**config.mk**
```make
export PLATFORM = sky130hd
export DESIGN_NAME = cvsf_status
export DESIGN_NICKNAME = d
export VERILOG_FILES = /design/src/design/cvsf_pkg.sv /design/src/design/cvsf_pend_if.sv /design/src/design/cvsf_pending.sv /design/src/design/cvsf_status.sv
export VERILOG_INCLUDE_DIRS = /design/src /design/src/design
export SDC_FILE = /design/constraint.sdc
export NUM_CORES = 1
export LEC_CHECK = 0
export BUFFER_PORTS_ARGS = -buffer_cell sky130_fd_sc_hd__buf_2
export CORE_AREA = 2 2 66 62
export CTS_CLUSTER_SIZE = 16
export DETAILED_ROUTE_END_ITERATION = 10
export DIE_AREA = 0 0 68 64
export GPL_ROUTABILITY_DRIVEN = 0
export GPL_TIMING_DRIVEN = 0
export PLACE_DENSITY_LB_ADDON = 0.12
export RECOVER_POWER = 25
export SETUP_SLACK_MARGIN = 0.05
export SYNTH_ARGS = -nofsm -noshare
export SYNTH_HDL_FRONTEND = slang
export SYNTH_SLANG_ARGS = --single-unit
```
**constraint.sdc**
```tcl
create_clock -name i_core_clk -period 1.99 [get_ports i_core_clk]
set_clock_uncertainty 0.1 [all_clocks]
set_input_delay 0.2985 -clock i_core_clk [delete_from_list [all_inputs] [get_ports i_core_clk]]
set_output_delay 0.2985 -clock i_core_clk [all_outputs]
set_load 0.01 [all_outputs]
```
**src/design/cvsf_defines.svh**
```systemverilog
// Summary of operation
// - bits 15:14 name the flagging channel
// - errors latch until status read or upper-word read of the flagging channel
// - channel codes 2,3 only on four-channel variant
// - bit 13 sets on under-range error
// - bit 12 sets on over-range error
// - bit 11 sets on watchdog timeout
// - bit 10 sets on amplitude above 1.8 V
// - bit 9 sets on amplitude below 1.2 V
// - bit 8 sets on zero count error
// - status read clears the error flags
// - single mode: bit 6 on each result
// - sequential mode: bit 6 after all active channels
// - bits 3..0 flag unread results, ch0 high
// - channel 2,3 pending bits four-channel only
// - under-range reported only with its enable set
// - result-ready reported only with its enable set
`ifndef CVSF_DEFINES_SVH
`define CVSF_DEFINES_SVH

// ----------------------------------------
// register map
// ----------------------------------------
`define CVSF_ADDR_W 8
`define CVSF_DATA_W 16
`define CVSF_STATUS_ADDR 8'h18
`define CVSF_NCH 4

// ----------------------------------------
// status fields
// ----------------------------------------
`define CVSF_CHAN_HI 15
`define CVSF_CHAN_LO 14
`define CVSF_FLAG_HI 13
`define CVSF_FLAG_LO 8
`define CVSF_RSV7 7
`define CVSF_RESULT_READY_FLAG_BIT 6
`define CVSF_RSV_HI 5
`define CVSF_RSV_LO 4
`define CVSF_PEND_HI 3
`define CVSF_PEND_LO 0
`define CVSF_NFLAG 6
`define CVSF_K_UR 5
`define CVSF_K_OR 4
`define CVSF_K_WD 3
`define CVSF_K_AHE 2
`define CVSF_K_ALE 1
`define CVSF_K_ZC 0

// ----------------------------------------
// error configuration fields
// ----------------------------------------
`define CVSF_CFG_UR_INT 7
`define CVSF_CFG_ZC_INT 2
`define CVSF_CFG_RESULT_READY_FLAG_INT 0

// ----------------------------------------
// reset values
// ----------------------------------------
`define CVSF_RST_DATA 16'h0000
`define CVSF_MASK_ALL 4'hF
`define CVSF_MASK_TWO 4'h3
`define CVSF_ONE_HOT 4'h1

`endif

```
**src/design/cvsf_pkg.sv**
```systemverilog
`include "cvsf_defines.svh"

package cvsf_pkg;

    typedef logic [`CVSF_NCH-1:0] cvsf_chmask_t;

    typedef struct packed {
        logic [1:0] error_source_channel;
        logic [`CVSF_NFLAG-1:0] err_flags;
        logic result_ready_flag;
        cvsf_chmask_t seq_seen;
        logic [`CVSF_DATA_W-1:0] rd_data;
        logic rd_valid;
        logic alert_n;
    } cvsf_state_s;

    typedef struct packed {
        cvsf_chmask_t pending;
        cvsf_chmask_t upper_seen;
    } cvsf_pend_s;

endpackage : cvsf_pkg

```
**src/design/cvsf_pend_if.sv**
```systemverilog
`timescale 1ns/100ps
`default_nettype none
`include "cvsf_defines.svh"

interface cvsf_pend_if;
    logic [`CVSF_NCH-1:0] conv_set;
    logic [`CVSF_NCH-1:0] upper_rd;
    logic [`CVSF_NCH-1:0] lower_rd;
    logic [`CVSF_NCH-1:0] pending;

    modport tracker (
        input conv_set,
        input upper_rd,
        input lower_rd,
        output pending
    );

    modport owner (
        output conv_set,
        output upper_rd,
        output lower_rd,
        input pending
    );
endinterface : cvsf_pend_if

`default_nettype wire

```
**src/design/cvsf_pending.sv**
```systemverilog
`timescale 1ns/100ps
`default_nettype none
`include "cvsf_defines.svh"

module cvsf_pending (
    input wire logic i_core_clk,
    input wire logic i_rst_n,
    cvsf_pend_if.tracker pif
);

    cvsf_pkg::cvsf_pend_s st_ff;
    cvsf_pkg::cvsf_pend_s nxt_st;

    // ----------------------------------------
    // per-channel unread tracking
    // ----------------------------------------
    always_comb begin
        nxt_st = st_ff;
        for (int c = 0; c < `CVSF_NCH; c++) begin
            if (pif.upper_rd[c]) begin
                nxt_st.upper_seen[c] = 1'b1;
            end
            // both words must be read; lower word completes the pair
            if (pif.lower_rd[c] && (st_ff.upper_seen[c] || pif.upper_rd[c])) begin
                nxt_st.pending[c] = 1'b0;
                nxt_st.upper_seen[c] = 1'b0;
            end
            // a fresh result wins over a same-cycle read
            if (pif.conv_set[c]) begin
                nxt_st.pending[c] = 1'b1;
                nxt_st.upper_seen[c] = 1'b0;
            end
        end
    end

    always_ff @(posedge i_core_clk) begin
        if (!i_rst_n) begin
            st_ff <= '0;
        end else begin
            st_ff <= nxt_st;
        end
    end

    assign pif.pending = st_ff.pending;

    // ----------------------------------------
    // checks
    // ----------------------------------------
    a_pend_set: assert property (
        @(posedge i_core_clk) disable iff (!i_rst_n)
        (|pif.conv_set) |=> ((st_ff.pending & $past(pif.conv_set)) == $past(pif.conv_set))
    ) else $error("pending bit not set by new result");

    a_pend_clear: assert property (
        @(posedge i_core_clk) disable iff (!i_rst_n)
        ((pif.upper_rd[0] && !pif.conv_set[0]) ##1 (pif.lower_rd[0] && !pif.conv_set[0] && !pif.upper_rd[0]))
        |=> !st_ff.pending[0]
    ) else $error("pending bit not cleared after both word reads");

endmodule : cvsf_pending

`default_nettype wire

```
**src/design/cvsf_status.sv**
```systemverilog
`timescale 1ns/100ps
`default_nettype none
`include "cvsf_defines.svh"

module cvsf_status (
    input wire logic i_core_clk,
    input wire logic i_rst_n,
    input wire logic i_reg_rd,
    input wire logic [`CVSF_ADDR_W-1:0] i_reg_addr,
    input wire logic [`CVSF_DATA_W-1:0] i_err_cfg,
    input wire logic i_four_ch,
    input wire logic i_err_valid,
    input wire logic [`CVSF_NFLAG-1:0] i_err_kind,
    input wire logic [1:0] i_error_source_channel,
    input wire logic i_conv_done,
    input wire logic [1:0] i_conv_chan,
    input wire logic i_seq_mode,
    input wire logic [`CVSF_NCH-1:0] i_active_mask,
    input wire logic [`CVSF_NCH-1:0] i_upper_rd,
    input wire logic [`CVSF_NCH-1:0] i_lower_rd,
    output logic [`CVSF_DATA_W-1:0] o_rd_data,
    output logic o_rd_valid,
    output logic o_alert_n
);

    cvsf_pkg::cvsf_state_s st_ff;
    cvsf_pkg::cvsf_state_s nxt_st;

    logic status_rd;
    logic err_ok;
    logic err_hit;
    logic err_clr;
    logic conv_ok;
    logic ready_evt;
    logic [`CVSF_NFLAG-1:0] kind_en;
    logic [`CVSF_NCH-1:0] conv_hot;
    logic [`CVSF_NCH-1:0] act_mask;
    logic [`CVSF_NCH-1:0] seq_all;
    logic [`CVSF_DATA_W-1:0] status_img;

    cvsf_pend_if pif ();

    // ----------------------------------------
    // unread result tracker
    // ----------------------------------------
    cvsf_pending u_pending (
        .i_core_clk(i_core_clk),
        .i_rst_n(i_rst_n),
        .pif(pif.tracker)
    );

    // results from missing channels never reach the tracker
    assign pif.conv_set = conv_ok ? conv_hot : '0;
    assign pif.upper_rd = i_upper_rd;
    assign pif.lower_rd = i_lower_rd;

    // ----------------------------------------
    // event qualification
    // ----------------------------------------
    always_comb begin
        status_rd = i_reg_rd && (i_reg_addr == `CVSF_STATUS_ADDR);
        // two-channel part has no channels 2 and 3
        err_ok = i_four_ch || !i_error_source_channel[1];
        // routing enables line up with flag order ur..zc
        kind_en = i_err_kind & i_err_cfg[`CVSF_CFG_UR_INT:`CVSF_CFG_ZC_INT];
        err_hit = i_err_valid && err_ok && (|kind_en);
        err_clr = status_rd || i_upper_rd[st_ff.error_source_channel];
        conv_ok = i_conv_done && (i_four_ch || !i_conv_chan[1]);
        conv_hot = `CVSF_ONE_HOT << i_conv_chan;
        act_mask = i_active_mask & (i_four_ch ? `CVSF_MASK_ALL : `CVSF_MASK_TWO);
        seq_all = st_ff.seq_seen | conv_hot;
        if (!i_seq_mode) begin
            ready_evt = conv_ok;
        end else begin
            // wait for every active channel of the sweep
            ready_evt = conv_ok && ((seq_all & act_mask) == act_mask);
        end
    end

    // ----------------------------------------
    // status image
    // ----------------------------------------
    always_comb begin
        status_img = `CVSF_RST_DATA;
        status_img[`CVSF_CHAN_HI:`CVSF_CHAN_LO] = st_ff.error_source_channel;
        status_img[`CVSF_FLAG_HI:`CVSF_FLAG_LO] = st_ff.err_flags;
        status_img[`CVSF_RESULT_READY_FLAG_BIT] = st_ff.result_ready_flag;
        // channel 0 sits in the highest pending bit
        for (int c = 0; c < `CVSF_NCH; c++) begin
            status_img[`CVSF_PEND_HI - c] = pif.pending[c];
        end
    end

    // ----------------------------------------
    // next state
    // ----------------------------------------
    always_comb begin
        nxt_st = st_ff;
        nxt_st.rd_valid = 1'b0;
        if (i_reg_rd) begin
            // other registers live elsewhere; this slice answers zero
            nxt_st.rd_data = status_rd ? status_img : `CVSF_RST_DATA;
            nxt_st.rd_valid = 1'b1;
        end
        if (err_clr) begin
            nxt_st.err_flags = '0;
        end
        if (status_rd) begin
            nxt_st.result_ready_flag = 1'b0;
        end
        // sets come after clears so a same-cycle event survives
        if (err_hit) begin
            nxt_st.err_flags = nxt_st.err_flags | kind_en;
            nxt_st.error_source_channel = i_error_source_channel;
        end
        if (!i_seq_mode || ready_evt) begin
            nxt_st.seq_seen = '0;
        end else if (conv_ok) begin
            nxt_st.seq_seen = seq_all;
        end
        if (ready_evt && i_err_cfg[`CVSF_CFG_RESULT_READY_FLAG_INT]) begin
            nxt_st.result_ready_flag = 1'b1;
        end
        // alert follows the reported flags, low while any is up
        nxt_st.alert_n = !((|nxt_st.err_flags) || nxt_st.result_ready_flag);
    end

    always_ff @(posedge i_core_clk) begin
        if (!i_rst_n) begin
            st_ff <= '0;
            st_ff.alert_n <= 1'b1;
        end else begin
            st_ff <= nxt_st;
        end
    end

    assign o_rd_data = st_ff.rd_data;
    assign o_rd_valid = st_ff.rd_valid;
    assign o_alert_n = st_ff.alert_n;

    // ----------------------------------------
    // checks
    // ----------------------------------------
    a_chan_reported: assert property (
        @(posedge i_core_clk) disable iff (!i_rst_n)
        status_rd |=> o_rd_data[`CVSF_CHAN_HI:`CVSF_FLAG_LO] == $past({st_ff.error_source_channel, st_ff.err_flags})
    ) else $error("status read returned wrong channel or flags");

    a_flags_held: assert property (
        @(posedge i_core_clk) disable iff (!i_rst_n)
        ((|st_ff.err_flags) && !err_clr && !err_hit) |=> st_ff.err_flags == $past(st_ff.err_flags)
    ) else $error("error flags changed without a clearing read");

    a_chan_variant: assert property (
        @(posedge i_core_clk) disable iff (!i_rst_n)
        (i_err_valid && i_error_source_channel[1] && !i_four_ch) |=> st_ff.error_source_channel == $past(st_ff.error_source_channel)
    ) else $error("missing channel took the error source");

    a_ur_set: assert property (
        @(posedge i_core_clk) disable iff (!i_rst_n)
        (i_err_valid && err_ok && i_err_kind[`CVSF_K_UR] && i_err_cfg[`CVSF_CFG_UR_INT])
        |=> st_ff.err_flags[`CVSF_K_UR] && !o_alert_n
    ) else $error("under-range flag or alert missing");

    a_ur_gated: assert property (
        @(posedge i_core_clk) disable iff (!i_rst_n)
        (!i_err_cfg[`CVSF_CFG_UR_INT] && !st_ff.err_flags[`CVSF_K_UR]) |=> !st_ff.err_flags[`CVSF_K_UR]
    ) else $error("under-range flag set while its enable is off");

    a_zc_set: assert property (
        @(posedge i_core_clk) disable iff (!i_rst_n)
        (i_err_valid && err_ok && i_err_kind[`CVSF_K_ZC] && i_err_cfg[`CVSF_CFG_ZC_INT])
        |=> st_ff.err_flags[`CVSF_K_ZC]
    ) else $error("zero count flag missing");

    a_read_clears: assert property (
        @(posedge i_core_clk) disable iff (!i_rst_n)
        (status_rd && !i_err_valid && !i_conv_done) |=> (st_ff.err_flags == '0) && !st_ff.result_ready_flag && o_alert_n
    ) else $error("status read did not clear flags");

    a_result_ready_flag_single: assert property (
        @(posedge i_core_clk) disable iff (!i_rst_n)
        (!i_seq_mode && conv_ok && i_err_cfg[`CVSF_CFG_RESULT_READY_FLAG_INT]) |=> st_ff.result_ready_flag && !o_alert_n
    ) else $error("result-ready not set in single mode");

    a_result_ready_flag_seq_wait: assert property (
        @(posedge i_core_clk) disable iff (!i_rst_n)
        (i_seq_mode && !ready_evt && !st_ff.result_ready_flag) |=> !st_ff.result_ready_flag
    ) else $error("result-ready set before the sweep completed");

    a_result_ready_flag_gated: assert property (
        @(posedge i_core_clk) disable iff (!i_rst_n)
        (!i_err_cfg[`CVSF_CFG_RESULT_READY_FLAG_INT] && !st_ff.result_ready_flag) |=> !st_ff.result_ready_flag
    ) else $error("result-ready set while its enable is off");

    a_rsv_zero: assert property (
        @(posedge i_core_clk) disable iff (!i_rst_n)
        status_rd |=> !o_rd_data[`CVSF_RSV7] && (o_rd_data[`CVSF_RSV_HI:`CVSF_RSV_LO] == 2'b00)
    ) else $error("reserved status bits read nonzero");

endmodule : cvsf_status

`default_nettype wire

```
## After elaboration in Yosys (flattened, before gate mapping)

Index checks and enable logic that the tools add are counted.

- Flip-flop bits (word level): 39
- Logic and storage cells: 78
- Output and inout bits: 18
- Input bits: 53

- Equal/unequal tests: 2
- Bitwise logic cells: 6
- Shift operators: 1
- Magnitude comparators: 1
- Reductions and logical operators: 34
- Mux-type cells: 19

Operators with widths:

| kind | number |
|---|---|
| $mux 16 | 1 |
| $mux 1 | 13 |
| $mux 6 | 2 |
| $reduce_or 3->1 | 4 |
| $reduce_or 6->1 | 2 |
| $logic_and 1x1->1 | 10 |
| $logic_or 1x1->1 | 9 |
| $and 4x4->4 | 2 |
| $eq 8x5->1 const B | 1 |
| $mux 4 | 2 |
| $reduce_bool 2->1 | 4 |
| $and 6x6->6 | 1 |
| $or 6x6->6 | 1 |
| $eq 4x4->1 | 1 |
| $logic_not 1->1 | 4 |
| $or 4x4->4 | 1 |
| $shl 1x2->4 const A | 1 |
| $lt 2x3->1 const B | 1 |
| $bmux 1 s2 | 1 |
| $reduce_or 2->1 | 1 |
| $not 1->1 | 1 |

## Logic depth before layout (Yosys ltp)

- Depth after elaboration: 10
- Depth in mapped cells: 6
- Mapped depth without buffers: 5

## By module

From an unflattened synthesis, not the netlist that was laid out.

- Cell total of the unflattened synthesis: 188
- Area total of the unflattened synthesis: 1,706.6 um^2

Modules (own cells, without submodules):

| module | area each (um^2) | times used | cells each | seq. area each (um^2) |
|---|---|---|---|---|
| cvsf_status | 1,386.3 | 1 | 154 | 560.5 |
| cvsf_pending | 320.3 | 1 | 34 | 160.2 |

## Worst setup path after synthesis

OpenSTA, ideal clock, no wires.

- Path type: register -> register
- Start point: register st_ff[29] in the netlist's numbering
- End point: register st_ff, in the netlist o_alert_n
- Setup time: 129 ps
- Clock period less this slack: 1,499 ps
- Stages on the path, launching flop included: 5
- Path buffers: 0
- Slack: 491 ps
- Data required time: 1,761 ps
- Arrival time: 1,270 ps
- Cell sequence: dfxtp_1 mux4_2 nor2_2 o31a_1 o31ai_2

- Word-level cells in the longest chain between the ends: 9

Ends and longest elaborated chain:

| element | RTL line | text |
|---|---|---|
| start: declaration | cvsf_status.sv:26 | `cvsf_pkg::cvsf_state_s st_ff;` |
| start signal: assignment | cvsf_status.sv:133 | `st_ff <= nxt_st;` |
| $bmux 1 s2 * | cvsf_status.sv:67 | `err_clr = status_rd \|\| i_upper_rd[st_ff.error_source_channel];` |
| $mux 1 (not written as such) * | cvsf_status.sv:67 |  |
| $logic_or 1x1->1 * | cvsf_status.sv:67 |  |
| $mux 6 * | cvsf_status.sv:105 | `if (err_clr) begin` |
| $or 6x6->6 | cvsf_status.sv:113 | `nxt_st.err_flags = nxt_st.err_flags \| kind_en;` |
| $mux 6 * | cvsf_status.sv:112 | `if (err_hit) begin` |
| $reduce_or 6->1 * | cvsf_status.sv:125 | `nxt_st.alert_n = !((\|nxt_st.err_flags) \|\| nxt_st.result_ready_flag);` |
| $logic_or 1x1->1 * | cvsf_status.sv:125 |  |
| $logic_not 1->1 * | cvsf_status.sv:125 |  |

Every way passes the cells marked *; elsewhere a longest branch is shown, timed or not. The select of a mux whose other input is x is not followed.
A chain may end at the register's enable or synchronous reset.

## Worst setup path after layout

Same ends and word-level chain as after synthesis.

==> metrics.md <==
| Metric | Value |
|---|---|
| DRT antenna net count | 0 |
| Post-synthesis cell type count | 33 |
| Worst-skew pair later-pin latency | 0.29 ns |
| CTS Hold Bufs | 0 |
| Period minus WS final | 1.70 ns |
| Starting Density | 0.452 |
| RSZ-0062 raised after global routing | no |
| Post-synth ARST share | 0 |
| Clk network pwr share | 0.367 |
| Comb pwr share | 0.113 |
| Share of the core filled with cells | 0.572 |
| Max clock buf depth | 2 |
| Total global routing overflow | 0 |
| Worst reg2reg setup slack | 0.29 ns |
| Number of flops mapped to enable cells by yosys | 0 |
| Worst vdd ir | 0.000351 V |
| Hold path startpoint | i_lower_rd[2] |
| Synth cell count leaders | nor2b_1 (40), dfxtp_1 (36), a21oi_1 (17), buf_4 (17), nor2_1 (10) |
| Port bufs | 58 |
| Final setup violation count | 0 |
| Vias per inst | 4.84 |
| Critical path launch point type | flop |
| Seq pwr share | 0.520 |
| Hold/Removal Path Class | in -> reg |
| Vias in the first global route | 1,344 |
| Drt drc | 0 |
| GRT Overall Usage | 0.175 |
| Met1 Use GR | 0.214 |
| Die Span X | 68 um |
| Share of cells above drive strength 1 | 0.325 |
| Clock buffer count from CTS | 5 |
| Met2 Resource Use GR | 0.278 |
| #FFs+latches synth | 36 |
| Slew HR | 0.649 |
| Layout fillers | 343 |
| Fin. max-slew vios | 0 |
| Mapped cell area | 0.00164 sq mm |
| Setup TNS | 0 ns |
| First-pass DRT Iterations | 4 |
| CTS tree | done |
| Outcome | complete, no violations |
| # resized after CTS | 0 |
| Met3 usage | 0.0423 |
| Total power divided by cell area | 696 mW/mm^2 |
| Reg area | 721 sq um |
| Via count | 1,429 |
| Syn avg cell area | 9.05 sq um |
| Multi-input logic area | 751 sq um |
| P_leak | 0.000943 uW |
| Total length of routed wires | 3.49 mm |
| Die Span Y | 64 um |
| Origin of the worst setup path | st_ff[29]$_SDFFE_PN0N_ |
| Most frequent cell after synthesis | nor2b_1 |
| Required arrival time at the worst endpoint | 2.05 ns |
| Clock transition at path regs | 0.07 ns |
| Cells after Synth | 181 |
| Final Hold Fails | 0 |
| Synthesis-to-finish area growth | 26.7% |
| Std-Cell Rows | 21 |
| Largest net degree at the start of global routing | 11 |
| Gr busiest metal | met2 |
| Reg2Reg Launch Point | st_ff[29]$_SDFFE_PN0N_ |
| Initial antenna violation count | 0 |
| Peak Freq | 588 MHz |
| Worst-path maximum fanout | 7 |
| Final Non-Filler Cells | 295 |
| Critical Path End Type | flop |
| Setup bufs post-CTS | 0 |
| Post-DP HPWL | 2.65 mm |
| Design Area, Final | 0.00208 sq mm |
| Placed cells | 287 |
| Placed instance area | 0.00199 sq mm |
| Primary FF master, synth | dfxtp_1 |
| Avg WL per Cell | 11.8 um |
| Ys Warns | 0 |
| H-tree depth | 2 |
| Share of the synthesized area in the top cell type | 0.440 |
| Final #Nets | 301 |
| Root Driver | clkbuf_8 |
| Yosys top cell by area | dfxtp_1 |
| Max-capacitance violation count | 0 |
| Global-route wire length before repair | 5.66 mm |
| Post-synthesis sequential area ratio | 0.440 |
| IO Count | 71 |
| Sw Ratio | 0.236 |
| WP data arrival | 1.76 ns |
| Worst-margin pin slew | 0.525 ns |
| Fin crit share | 0.854 |
| Hold Worst Slack | 0.0746 ns |
| # clock sinks | 36 |
| Diode count | 0 |
| Cell Int Power | 1100 uW |
| Die area | 0.00435 sq mm |
| Synth area leaders | dfxtp_1 (44%), nor2b_1 (15%), buf_4 (7.8%) |
| Initial drt markers | 53 |
| Total net switching power | 342 uW |
| Core Box Area | 0.00363 sq mm |
| Kind of critical path | reg -> reg |
-- critical path, cell delays in order (launching register included) --
cell and delay, ns:
dfxtp_1 0.39, mux4_2 0.52, nor2_2 0.28, o31a_1 0.22, o31ai_2 0.06
-- worst paths after layout --
| path | cells after the start | end |
|---|---|---|
| setup / recovery | 4 | o_alert_n$_SDFF_PN1_ |
| hold / removal | 2 | u_pending.st_ff[2]$_SDFFE_PP0P_ |
| setup reg to reg | 4 | o_alert_n$_SDFF_PN1_ |
| hold reg to reg | 1 | st_ff[20]$_SDFFE_PP0P_ |
-- layout by cell type (no fill, tap or decap) --
cell,n
buf_2,56
nor2b_1,40
dfxtp_1,36
a21oi_1,17
buf_4,16
clkbuf_1,10
nor2_1,10
inv_1,7
a32oi_1,6
clkbuf_8,6
o21ai_0,5
o21a_1,4
nor4b_1,4
nand2_1,3
a22oi_1,3
conb_1,3
and3_1,2
nand3_1,2
nand2b_1,2
o22ai_1,2
mux2i_1,2
nor4bb_1,1
and4_1,1
a21boi_1,1
mux4_2,1
nor2_2,1
a311oi_1,1
a31oi_1,1
a221oi_1,1
a31o_1,1
and2_1,1
or4_1,1
o31a_1,1
o31ai_2,1
-- state kept, by name (all words and copies together) (netlist names) --
| name | count |
|---|---|
| o_rd_data | 13 |
| st_ff | 13 |
| u_pending.st_ff | 4 |
| u_pending.pif.pending | 4 |
| o_rd_valid | 1 |
| o_alert_n | 1 |
-- kinds of logic after synthesis --
| logic type | after synthesis | share of synthesized area |
|---|---|---|
| AND/OR/NAND/NOR | 68 | 0.249 |
| buffers and inverters | 29 | 0.106 |
| multiplexers | 3 | 0.0260 |
| other | 1 | 0.00229 |
| flip-flops | 36 | 0.440 |
| AO/OA/AOI/OAI | 44 | 0.176 |
-- power groups by stage --
stage / Clock (uW) / Sequential, uW / Combinational, uW
finish: 531 / 751 / 164
global route: 579 / 753 / 182
CTS: 541 / 751 / 166
detailed placement: 0 / 767 / 165
global placement: 0 / 767 / 164
floorplan: 0 / 766 / 87.8
-- final cells by class --
type | instances | area share
plain buffers | 22 | 0.0693
repair buffers | 58 | 0.138
inverters | 7 | 0.0127
flip-flops and latches | 36 | 0.347
clock buffers | 8 | 0.0434
well taps | 46 | 0.0277
multi-input cells | 118 | 0.362
-- metal layers --
| metal | vias up | wire [um] |
|---|---|---|
| met5 | - | 0 |
| met4 | 0 | 91 |
| met3 | 10 | 230 |
| met2 | 47 | 1600 |
| met1 | 630 | 1570 |
| li1 | 742 | - |
-- per-stage QoR --
| stage | power, uW | setup slack [ns] |
|---|---|---|
| 2_1_floorplan | 854 | 0.491 |
| 3_3_place_gp | 931 | 0.330 |
| 3_5_place_dp | 933 | 0.317 |
| 4_1_cts | 1460 | 0.298 |
| 5_1_grt | 1510 | 0.224 |
| 6_report | 1450 | 0.291 |
Note: power is estimated with default switching activity, not from simulation.
